==> src/tgen_pkg.sv <==
package tgen_pkg;
  // index width and field positions shared by every position register
  localparam int unsigned POS_W = 13;
  localparam int unsigned LO_LSB = 0;
  localparam int unsigned HI_LSB = 16;
  // word offsets on the register bus
  localparam logic [15:0] OFS_F1_VS_LINE = 16'h008C;
  localparam logic [15:0] OFS_F1_VS_CYCLE = 16'h0090;
  localparam logic [15:0] OFS_F1_ACTIVE = 16'h0094;
  localparam logic [15:0] OFS_PULSE_BASE = 16'h0100;
  localparam logic [15:0] OFS_PULSE_LAST = 16'h013C;
  localparam logic [15:0] OFS_GLOBAL_OFS = 16'h0140;
  // implemented bits; the rest read zero and ignore writes
  localparam logic [31:0] FIELD_MASK = 32'h1FFF1FFF;
  // values after reset
  localparam logic [31:0] RST_ACTIVE = 32'h00000000;
  localparam logic [31:0] RST_PULSE = 32'h00000000;
  localparam logic [31:0] RST_GLOBAL_OFS = 32'h00000000;
  localparam logic [12:0] RST_POS = 13'h0000;
  // answer on an unmapped address
  localparam logic [31:0] UNMAPPED_DATA = 32'h00000000;
endpackage

==> src/timing_gen_f1.sv <==
`timescale 1ns/1ns
// Functional notes
// - field 1 vsync begins/ends on programmed lines
// - field 1 vsync begins/ends on programmed cycles
// - field 1 active area from height/width fields
// - frame pulse at programmed line and cycle
// - frame pulse lasts one cycle, except when a resync reloads the counter onto its position
// - sixteen frame pulses, registers 0x100 to 0x13C
// - global vertical delay shifts generated timing
// - global horizontal delay shifts generated timing
// - both delays combine into one offset
// - shift only with detector and generator enabled
module timing_gen_f1 #(
  parameter int unsigned NUM_PULSE = 16
) (
  input wire logic mclk,
  input wire logic rst,
  // classic wishbone slave
  input wire logic wb_cyc_i,
  input wire logic wb_stb_i,
  input wire logic wb_we_i,
  input wire logic [15:0] wb_adr_i,
  input wire logic [3:0] wb_sel_i,
  input wire logic [31:0] wb_dat_i,
  output logic [31:0] wb_dat_o,
  output logic wb_ack_o,
  // frame geometry with blanking, in cycles and lines
  input wire logic [12:0] frame_hsize,
  input wire logic [12:0] frame_vsize,
  // interlaced operation: fields alternate each frame
  input wire logic interlaced,
  // field 1 vsync window, read-only copies on the bus
  input wire logic [31:0] f1_vs_line_src,
  input wire logic [31:0] f1_vs_cycle_src,
  // detector start of frame and build/enable state
  input wire logic det_sof,
  input wire logic detector_en,
  input wire logic generator_en,
  // timing outputs
  output logic field_id,
  output logic field1_vsync,
  output logic field1_active,
  output logic [NUM_PULSE-1:0] fsync_out
);

  // merge write data into a register under byte enables, reserved masked
  function automatic logic [31:0] merge_bytes(input logic [31:0] old_v,
                                              input logic [31:0] new_v,
                                              input logic [3:0] sel);
    logic [31:0] m;
    m = old_v;
    for (int b = 0; b < 4; b++) begin
      if (sel[b]) begin
        m[b*8 +: 8] = new_v[b*8 +: 8];
      end
    end
    merge_bytes = m & tgen_pkg::FIELD_MASK;
  endfunction

  // step back by an offset, wrapping inside a period
  function automatic logic [12:0] wrap_back(input logic [12:0] size,
                                            input logic [12:0] ofs);
    logic [13:0] d;
    d = {1'b0, size} - {1'b0, ofs};
    if (ofs == 13'h0000 || size == 13'h0000 || ofs > size) begin
      wrap_back = 13'h0000;
    end else begin
      wrap_back = d[12:0];
    end
  endfunction

  // register storage
  logic [31:0] active_ff;
  logic [31:0] gofs_ff;
  logic [31:0] pulse_ff [NUM_PULSE];
  logic [31:0] vs_line_ff;
  logic [31:0] vs_cycle_ff;
  logic [31:0] rdat_ff;
  logic ack_ff;

  // generator state
  logic [12:0] h_ff;
  logic [12:0] v_ff;
  logic field_ff;
  logic vs_ff;
  logic act_ff;
  logic [NUM_PULSE-1:0] fs_ff;

  // bus decode
  wire bus_req = wb_cyc_i & wb_stb_i & ~ack_ff;
  wire bus_wr = bus_req & wb_we_i;
  wire in_pulse = (wb_adr_i >= tgen_pkg::OFS_PULSE_BASE) &&
                  (wb_adr_i <= tgen_pkg::OFS_PULSE_LAST) &&
                  (wb_adr_i[1:0] == 2'b00);
  wire [3:0] pulse_idx = wb_adr_i[5:2];
  wire hit_active = wb_adr_i == tgen_pkg::OFS_F1_ACTIVE;
  wire hit_gofs = wb_adr_i == tgen_pkg::OFS_GLOBAL_OFS;

  // read mux, reserved bits forced low
  logic [31:0] rd_mux;
  always_comb begin
    rd_mux = tgen_pkg::UNMAPPED_DATA;
    if (in_pulse) begin
      rd_mux = pulse_ff[pulse_idx];
    end else begin
      case (wb_adr_i)
        tgen_pkg::OFS_F1_VS_LINE: rd_mux = vs_line_ff;
        tgen_pkg::OFS_F1_VS_CYCLE: rd_mux = vs_cycle_ff;
        tgen_pkg::OFS_F1_ACTIVE: rd_mux = active_ff;
        tgen_pkg::OFS_GLOBAL_OFS: rd_mux = gofs_ff;
        default: rd_mux = tgen_pkg::UNMAPPED_DATA;
      endcase
    end
  end
  wire [31:0] nxt_rdat = rd_mux & tgen_pkg::FIELD_MASK;

  // field decode of programmed positions
  wire [12:0] vs_bl = vs_line_ff[tgen_pkg::LO_LSB +: tgen_pkg::POS_W];
  wire [12:0] vs_el = vs_line_ff[tgen_pkg::HI_LSB +: tgen_pkg::POS_W];
  wire [12:0] vs_bc = vs_cycle_ff[tgen_pkg::LO_LSB +: tgen_pkg::POS_W];
  wire [12:0] vs_ec = vs_cycle_ff[tgen_pkg::HI_LSB +: tgen_pkg::POS_W];
  wire [12:0] act_w = active_ff[tgen_pkg::LO_LSB +: tgen_pkg::POS_W];
  wire [12:0] act_h = active_ff[tgen_pkg::HI_LSB +: tgen_pkg::POS_W];
  wire [12:0] dly_h = gofs_ff[tgen_pkg::LO_LSB +: tgen_pkg::POS_W];
  wire [12:0] dly_v = gofs_ff[tgen_pkg::HI_LSB +: tgen_pkg::POS_W];

  // raster counters; wrap at the frame size
  wire h_last = (h_ff + 13'h0001) >= frame_hsize;
  wire v_last = (v_ff + 13'h0001) >= frame_vsize;
  wire shift_en = detector_en & generator_en;
  wire resync = det_sof & shift_en;
  logic [12:0] nxt_h;
  logic [12:0] nxt_v;
  always_comb begin
    nxt_h = h_last ? 13'h0000 : h_ff + 13'h0001;
    nxt_v = h_last ? (v_last ? 13'h0000 : v_ff + 13'h0001) : v_ff;
    if (resync) begin
      // input frame start lands delay lines and cycles before our origin
      nxt_h = wrap_back(frame_hsize, dly_h);
      nxt_v = wrap_back(frame_vsize, dly_v);
    end
  end
  wire frame_end = h_last & v_last & ~resync;
  wire nxt_field = frame_end ? (interlaced & ~field_ff) : field_ff;

  // field 1 vsync: end position has priority over begin
  wire vs_hit_b = (v_ff == vs_bl) && (h_ff == vs_bc);
  wire vs_hit_e = (v_ff == vs_el) && (h_ff == vs_ec);
  wire nxt_vs = field_ff & (vs_hit_e ? 1'b0 : (vs_hit_b | vs_ff));

  // field 1 active area, blanking excluded
  wire nxt_act = field_ff && (v_ff < act_h) && (h_ff < act_w);

  // frame pulses: single cycle where line and cycle both match
  logic [NUM_PULSE-1:0] nxt_fs;
  always_comb begin
    for (int i = 0; i < NUM_PULSE; i++) begin
      nxt_fs[i] = (v_ff == pulse_ff[i][28:16]) &&
                  (h_ff == pulse_ff[i][12:0]);
    end
  end

  // bus handshake: ack one cycle after request, dropped the next
  always_ff @(posedge mclk or posedge rst) begin
    if (rst) begin
      ack_ff <= 1'b0;
      rdat_ff <= tgen_pkg::UNMAPPED_DATA;
    end else begin
      ack_ff <= bus_req;
      rdat_ff <= bus_req ? nxt_rdat : rdat_ff;
    end
  end

  // writable registers with byte enables
  always_ff @(posedge mclk or posedge rst) begin
    if (rst) begin
      active_ff <= tgen_pkg::RST_ACTIVE;
      gofs_ff <= tgen_pkg::RST_GLOBAL_OFS;
    end else begin
      if (bus_wr && hit_active) begin
        active_ff <= merge_bytes(active_ff, wb_dat_i, wb_sel_i);
      end
      if (bus_wr && hit_gofs) begin
        gofs_ff <= merge_bytes(gofs_ff, wb_dat_i, wb_sel_i);
      end
    end
  end

  // sixteen pulse position registers
  always_ff @(posedge mclk or posedge rst) begin
    if (rst) begin
      for (int i = 0; i < NUM_PULSE; i++) begin
        pulse_ff[i] <= tgen_pkg::RST_PULSE;
      end
    end else if (bus_wr && in_pulse) begin
      pulse_ff[pulse_idx] <= merge_bytes(pulse_ff[pulse_idx],
                                         wb_dat_i, wb_sel_i);
    end
  end

  // read-only vsync window copies, reserved bits dropped
  always_ff @(posedge mclk or posedge rst) begin
    if (rst) begin
      vs_line_ff <= tgen_pkg::RST_PULSE;
      vs_cycle_ff <= tgen_pkg::RST_PULSE;
    end else begin
      vs_line_ff <= f1_vs_line_src & tgen_pkg::FIELD_MASK;
      vs_cycle_ff <= f1_vs_cycle_src & tgen_pkg::FIELD_MASK;
    end
  end

  // raster and output flops
  always_ff @(posedge mclk or posedge rst) begin
    if (rst) begin
      h_ff <= tgen_pkg::RST_POS;
      v_ff <= tgen_pkg::RST_POS;
      field_ff <= 1'b0;
      vs_ff <= 1'b0;
      act_ff <= 1'b0;
      fs_ff <= '0;
    end else begin
      h_ff <= nxt_h;
      v_ff <= nxt_v;
      field_ff <= nxt_field;
      vs_ff <= nxt_vs;
      act_ff <= nxt_act;
      fs_ff <= nxt_fs;
    end
  end

  // outputs straight from flops
  assign wb_ack_o = ack_ff;
  assign wb_dat_o = rdat_ff;
  assign field_id = field_ff;
  assign field1_vsync = vs_ff;
  assign field1_active = act_ff;
  assign fsync_out = fs_ff;

  // checks
  a_ack_follows: assert property (@(posedge mclk) disable iff (rst)
    (wb_cyc_i && wb_stb_i && !wb_ack_o) |=> wb_ack_o)
    else $error("ack not given one cycle after request");
  a_ack_single: assert property (@(posedge mclk) disable iff (rst)
    wb_ack_o |=> !wb_ack_o)
    else $error("ack held longer than one cycle");
  a_rsvd_zero: assert property (@(posedge mclk) disable iff (rst)
    wb_ack_o |-> (wb_dat_o[31:29] == 3'h0 && wb_dat_o[15:13] == 3'h0))
    else $error("reserved read bits not zero");
  a_gofs_write: assert property (@(posedge mclk) disable iff (rst)
    (bus_wr && hit_gofs && wb_sel_i == 4'hF)
    |=> gofs_ff == ($past(wb_dat_i) & tgen_pkg::FIELD_MASK))
    else $error("delay register write did not land masked");
  a_pulse_pos: assert property (@(posedge mclk) disable iff (rst)
    (v_ff == pulse_ff[0][28:16] && h_ff == pulse_ff[0][12:0])
    |=> fsync_out[0])
    else $error("frame pulse missing at programmed position");
  a_pulse_quiet: assert property (@(posedge mclk) disable iff (rst)
    !(v_ff == pulse_ff[0][28:16] && h_ff == pulse_ff[0][12:0])
    |=> !fsync_out[0])
    else $error("frame pulse away from programmed position");
  // a resync one edge earlier may land the counter on the same spot again
  a_pulse_once: assert property (@(posedge mclk) disable iff (rst)
    (fsync_out[0] && frame_hsize > 13'h0001 && !$past(resync))
    |=> !fsync_out[0])
    else $error("frame pulse longer than one cycle");
  a_vs_begin: assert property (@(posedge mclk) disable iff (rst)
    (field_ff && vs_hit_b && !vs_hit_e) |=> field1_vsync)
    else $error("field 1 vsync did not begin");
  a_vs_end: assert property (@(posedge mclk) disable iff (rst)
    vs_hit_e |=> !field1_vsync)
    else $error("field 1 vsync did not end");
  // vsync of this block belongs to field 1 only
  a_vs_field1: assert property (@(posedge mclk) disable iff (rst)
    !field_ff |=> !field1_vsync)
    else $error("field 1 vsync high outside field 1");
  // compare against the size in force when the flag was decided
  a_active_area: assert property (@(posedge mclk) disable iff (rst)
    field1_active |-> ($past(field_ff) && $past(v_ff) < $past(act_h) &&
                       $past(h_ff) < $past(act_w)))
    else $error("field 1 active outside programmed area");
  a_active_inside: assert property (@(posedge mclk) disable iff (rst)
    (field_ff && v_ff < act_h && h_ff < act_w) |=> field1_active)
    else $error("field 1 active missing inside programmed area");
  a_delay_load: assert property (@(posedge mclk) disable iff (rst)
    resync |=> h_ff == wrap_back($past(frame_hsize), $past(dly_h)))
    else $error("horizontal delay not applied");
  a_delay_line: assert property (@(posedge mclk) disable iff (rst)
    resync |=> v_ff == wrap_back($past(frame_vsize), $past(dly_v)))
    else $error("vertical delay not applied");
  a_no_shift: assert property (@(posedge mclk) disable iff (rst)
    (det_sof && !shift_en && !h_last) |=> h_ff == $past(h_ff) + 13'h0001)
    else $error("shift applied while disabled");
  c_pulse_seen: cover property (@(posedge mclk) disable iff (rst)
    fsync_out[0]);
  c_vs_window: cover property (@(posedge mclk) disable iff (rst)
    $rose(field1_vsync) ##[1:300] $fell(field1_vsync));
  c_resync: cover property (@(posedge mclk) disable iff (rst)
    resync && dly_h != 13'h0000 && dly_v != 13'h0000);
  c_bus_write: cover property (@(posedge mclk) disable iff (rst)
    bus_wr && in_pulse);
  c_active_seen: cover property (@(posedge mclk) disable iff (rst)
    $rose(field1_active));

endmodule

==> config.mk <==
export PLATFORM = sky130hd
export DESIGN_NAME = timing_gen_f1
export DESIGN_NICKNAME = d
export VERILOG_FILES = /design/src/tgen_pkg.sv /design/src/timing_gen_f1.sv
export SDC_FILE = /design/constraint.sdc
export NUM_CORES = 2
export LEC_CHECK = 0
export ABC_CLOCK_PERIOD_IN_PS = 24100
export BUFFER_PORTS_ARGS = -buffer_cell sky130_fd_sc_hd__buf_2
export CAP_MARGIN = 20
export CORE_MARGIN = 2
export CORE_UTILIZATION = 40
export DETAILED_ROUTE_END_ITERATION = 8
export HOLD_SLACK_MARGIN = 0.08
export PLACE_DENSITY = 0.6
export REMOVE_ABC_BUFFERS = 1
export SLEW_MARGIN = 20
export SYNTH_ARGS = -nofsm -noshare
export SYNTH_HDL_FRONTEND = slang
export SYNTH_SLANG_ARGS = --single-unit
==> constraint.sdc <==
create_clock -name mclk -period 24.1 [get_ports mclk]
set_clock_uncertainty 0.2 [all_clocks]
set_input_delay 3.615 -clock mclk [delete_from_list [all_inputs] [get_ports mclk]]
set_output_delay 3.615 -clock mclk [all_outputs]
set_load 0.01 [all_outputs]
==> results.py <==
metrics = {
    "clock_tree": {
        "htreeDepth": 3,
        "cts_hold_buf": 0,
        "root_buffer": "clkbuf_16",
        "ctsResizeCount": 0,
        "cts_sinks": 592,
        "numCtsBuffers": 69,
        "clock_path_buffers": 3,
        "path_clk_slew_ns": 0.06,
        "postCtsSetupBuffers": 0,
        "cts_tree": "yes",
        "clkLatencyLatePin_ns": 0.62,
    },
    "die": {
        "die_area_um2": 85610,
        "top_level_ports": 203,
        "core-area_um2": 82240,
        "dieWidth_um": 292.6,
        "fp.dieH_um": 292.6,
        "start_util": 0.4051,
        "rows": 105,
    },
    "worst_setup_path": {
        "cp_top_family": "buffers and inverters",
        "path_max_fanout": 50,
        "path_cells": "buf_4 > buf_4 > buf_4 > mux4_2 > mux4_2 > mux2i_4 > o21ai_0",
        "critical_path_class": "in2reg",
        "worstPathRequired_ns": 24.33,
        "max_stage_delay_ns": 0.77,
        "cpMostUsedCell": "buf_4",
        "end_kind": "flip-flop",
        "cp_slowest_cell": "buf_4",
        "worstPathBufferInverterCount": 3,
        "crit_path_start_kind": "primary input",
        "arrival_ns": 7.42,
    },
    "timing": {
        "rsz0062_at_grt": "false",
        "slew_violations": 0,
        "slew_headroom": 0.1757,
        "worst_pin_slew_ns": 1.225,
        "finalHoldViolCount": 0,
        "setup_violations": 0,
        "fin_crit_ns": 7.188,
        "fin_crit_sh": 0.2982,
        "fin_setup_tns_ns": 0,
        "fin_ws_ns": 16.91,
        "max_freq_ghz": 0.1391,
    },
    "routing": {
        "drc": 0,
        "postRouteAntennaNets": 0,
        "route.final.wire_length_um": 115500,
        "vias": 25460,
        "wl_per_cell_um": 26.18,
        "vias_per_cell": 5.772,
        "first_pass_iters": 7,
        "drt_iter0_drc": 2298,
    },
    "power": {
        "power_density_nw_per_um2": 75.20,
        "p_leak_nw": 16.82,
        "power_mw": 2.808,
        "vdd_ir_drop_max_mv": 0.05011,
    },
    "cells_and_area": {
        "finalInstanceArea_um2": 37340,
        "n_fill_cell": 7781,
        "multi_input_area_um2": 17100,
        "fin_util": 0.4541,
        "seqCellArea_um2": 14810,
        "nets": 3515,
        "area_growth_pct": 12.10,
        "drive_above_1_share": 0.1689,
    },
    "logic_synthesis": {
        "yosysWarnings": 0,
        "avgSynthCellArea_um2": 10.35,
        "synth.area.top_cells": "dfrtp_1 (44%), mux4_2 (8.8%), xor2_1 (7.9%)",
        "synth_cell_type_count": 73,
        "synth_area_um2": 33310,
        "ys_seq_elements": 592,
        "synth_edf_count": 0,
        "netlist_instances": 3220,
        "synth.most_common_cell": "dfrtp_1",
        "async_reset_ff_frac": 1.000,
        "synth-main-ff-cell": "dfrtp_1",
        "synth_top_area_cell": "dfrtp_1",
        "synth_top_area_frac": 0.4447,
        "netlist_top_cells_count": "dfrtp_1 (592), nand2_1 (514), o21ai_0 (406), xor2_1 (300), xnor2_1 (210)",
        "ys_seq_area_frac": 0.4447,
    },
    "placement": {
        "placed_area_um2": 34910,
        "io_buffers": 178,
        "pre_cts_slack_ns": 16.35,
        "hpwlAfterDp_um": 84440,
        "routabilityCongestion": 0.9364,
    },
    "global_route": {
        "grt_max_degree": 160,
        "grt.overflow.total": 0,
        "grt_pass1_vias": 25040,
        "grt_usage": 0.2714,
        "grt_pass1_wl_um": 170700,
        "antenna_found_initial": 2,
    },
    "hold_path": {
        "hold_class": "reg2reg",
    },
    "run_status": {
        "status": "complete, no violations",
    },
    "job": {
        "cap_violations": 0,
    },
}
==> registers in the layout, indices dropped and copies added (netlist names) <==
register	count
h_ff	13
pulse_ff	416
field1_vsync	1
wb_dat_o	26
active_ff	26
gofs_ff	26
vs_line_ff	26
vs_cycle_ff	26
field1_active	1
v_ff	13
wb_ack_o	1
field_id	1
fsync_out	16
==> final timing paths <==
| check | start | slack (ns) | endpoint | depth (start not counted) |
|---|---|---|---|---|
| min reg2reg | wb_dat_o[19] | 0.28 | wb_dat_o[19] | 2 |
| min in group asynchronous | rst | 2.99 | pulse_ff[130] | 2 |
| max in group asynchronous | rst | 17.58 | vs_line_ff[18] | 5 |
| max | wb_adr_i[3] | 16.91 | pulse_ff[69] | 7 |
| max reg2reg | v_ff[1] | 19.43 | v_ff[5] | 14 |
| min | wb_dat_o[19] | 0.28 | wb_dat_o[19] | 2 |
==> cell usage in the layout, fill, tap and decap left out, types with 30 or more instances in the layout <==
master	count
o21ai_1	90
a21oi_1	30
o21ai_0	406
ha_1	78
nor2_1	47
nand2_1	508
nand4_1	52
nand3_1	56
xnor2_1	210
dfrtp_1	592
clkbuf_16	71
nor4_1	95
buf_2	176
mux4_2	130
buf_4	55
inv_1	88
xor2_1	300
==> through the flow <==
step | hold WS, ns | cells
CTS | 0.2844 | 4407
floorplan | 0.2851 | 2977
global placement | 0.2589 | 4280
detailed placement | 0.2689 | 4280
finish | 0.2792 | 4411
global route | 0.3073 | 4410
==> routing by layer <==
metal / wire, µm / GRT usage / vias to the layer above
met3: 7360 / 0.03733 / 258
li1: - / - / 11390
met1: 48630 / 0.3710 / 12800
met2: 52590 / 0.4225 / 1014
met4: 6901 / 0.1398 / 0
met5: 0 / 0 / -
==> worst min-delay path, stage by stage (launching register included) <==
cell and delay (ns):
dfrtp_1 0.33, nand2_1 0.05, o21ai_0 0.06
==> cells by family (layout without fill, tap and decap cells) <==
kind of cell / after synthesis / count (layout) / synth area share
AOI/OAI and AO/OA: 658 / 658 / 0.1112
and+or+nand+nor: 856 / 856 / 0.1193
other: 1 / 7 / 0.0001126
adders and majority gates: 80 / 80 / 0.03050
muxes: 186 / 186 / 0.1155
xor gates and xnor gates: 510 / 510 / 0.1341
DFF: 592 / 592 / 0.4447
buffers and inverters: 337 / 452 / 0.04454
==> cell type report <==
cell class / instances / area share
clock inverter: 27 / 0.008410
multi-input combinational: 2296 / 0.4580
sequential: 592 / 0.3967
tap: 1070 / 0.03585
inverter: 89 / 0.009147
antenna: 1 / 0.00006701
timing repair buffer: 236 / 0.03709
clock buffer: 100 / 0.05478
==> report_power, final <==
part | switching, mW | internal (mW)
combinational | 0.465 | 0.220
sequential | 0.0128 | 1.01
clock | 0.442 | 0.657
total | 0.919 | 1.89
Note: power is estimated with default switching activity, not from simulation.
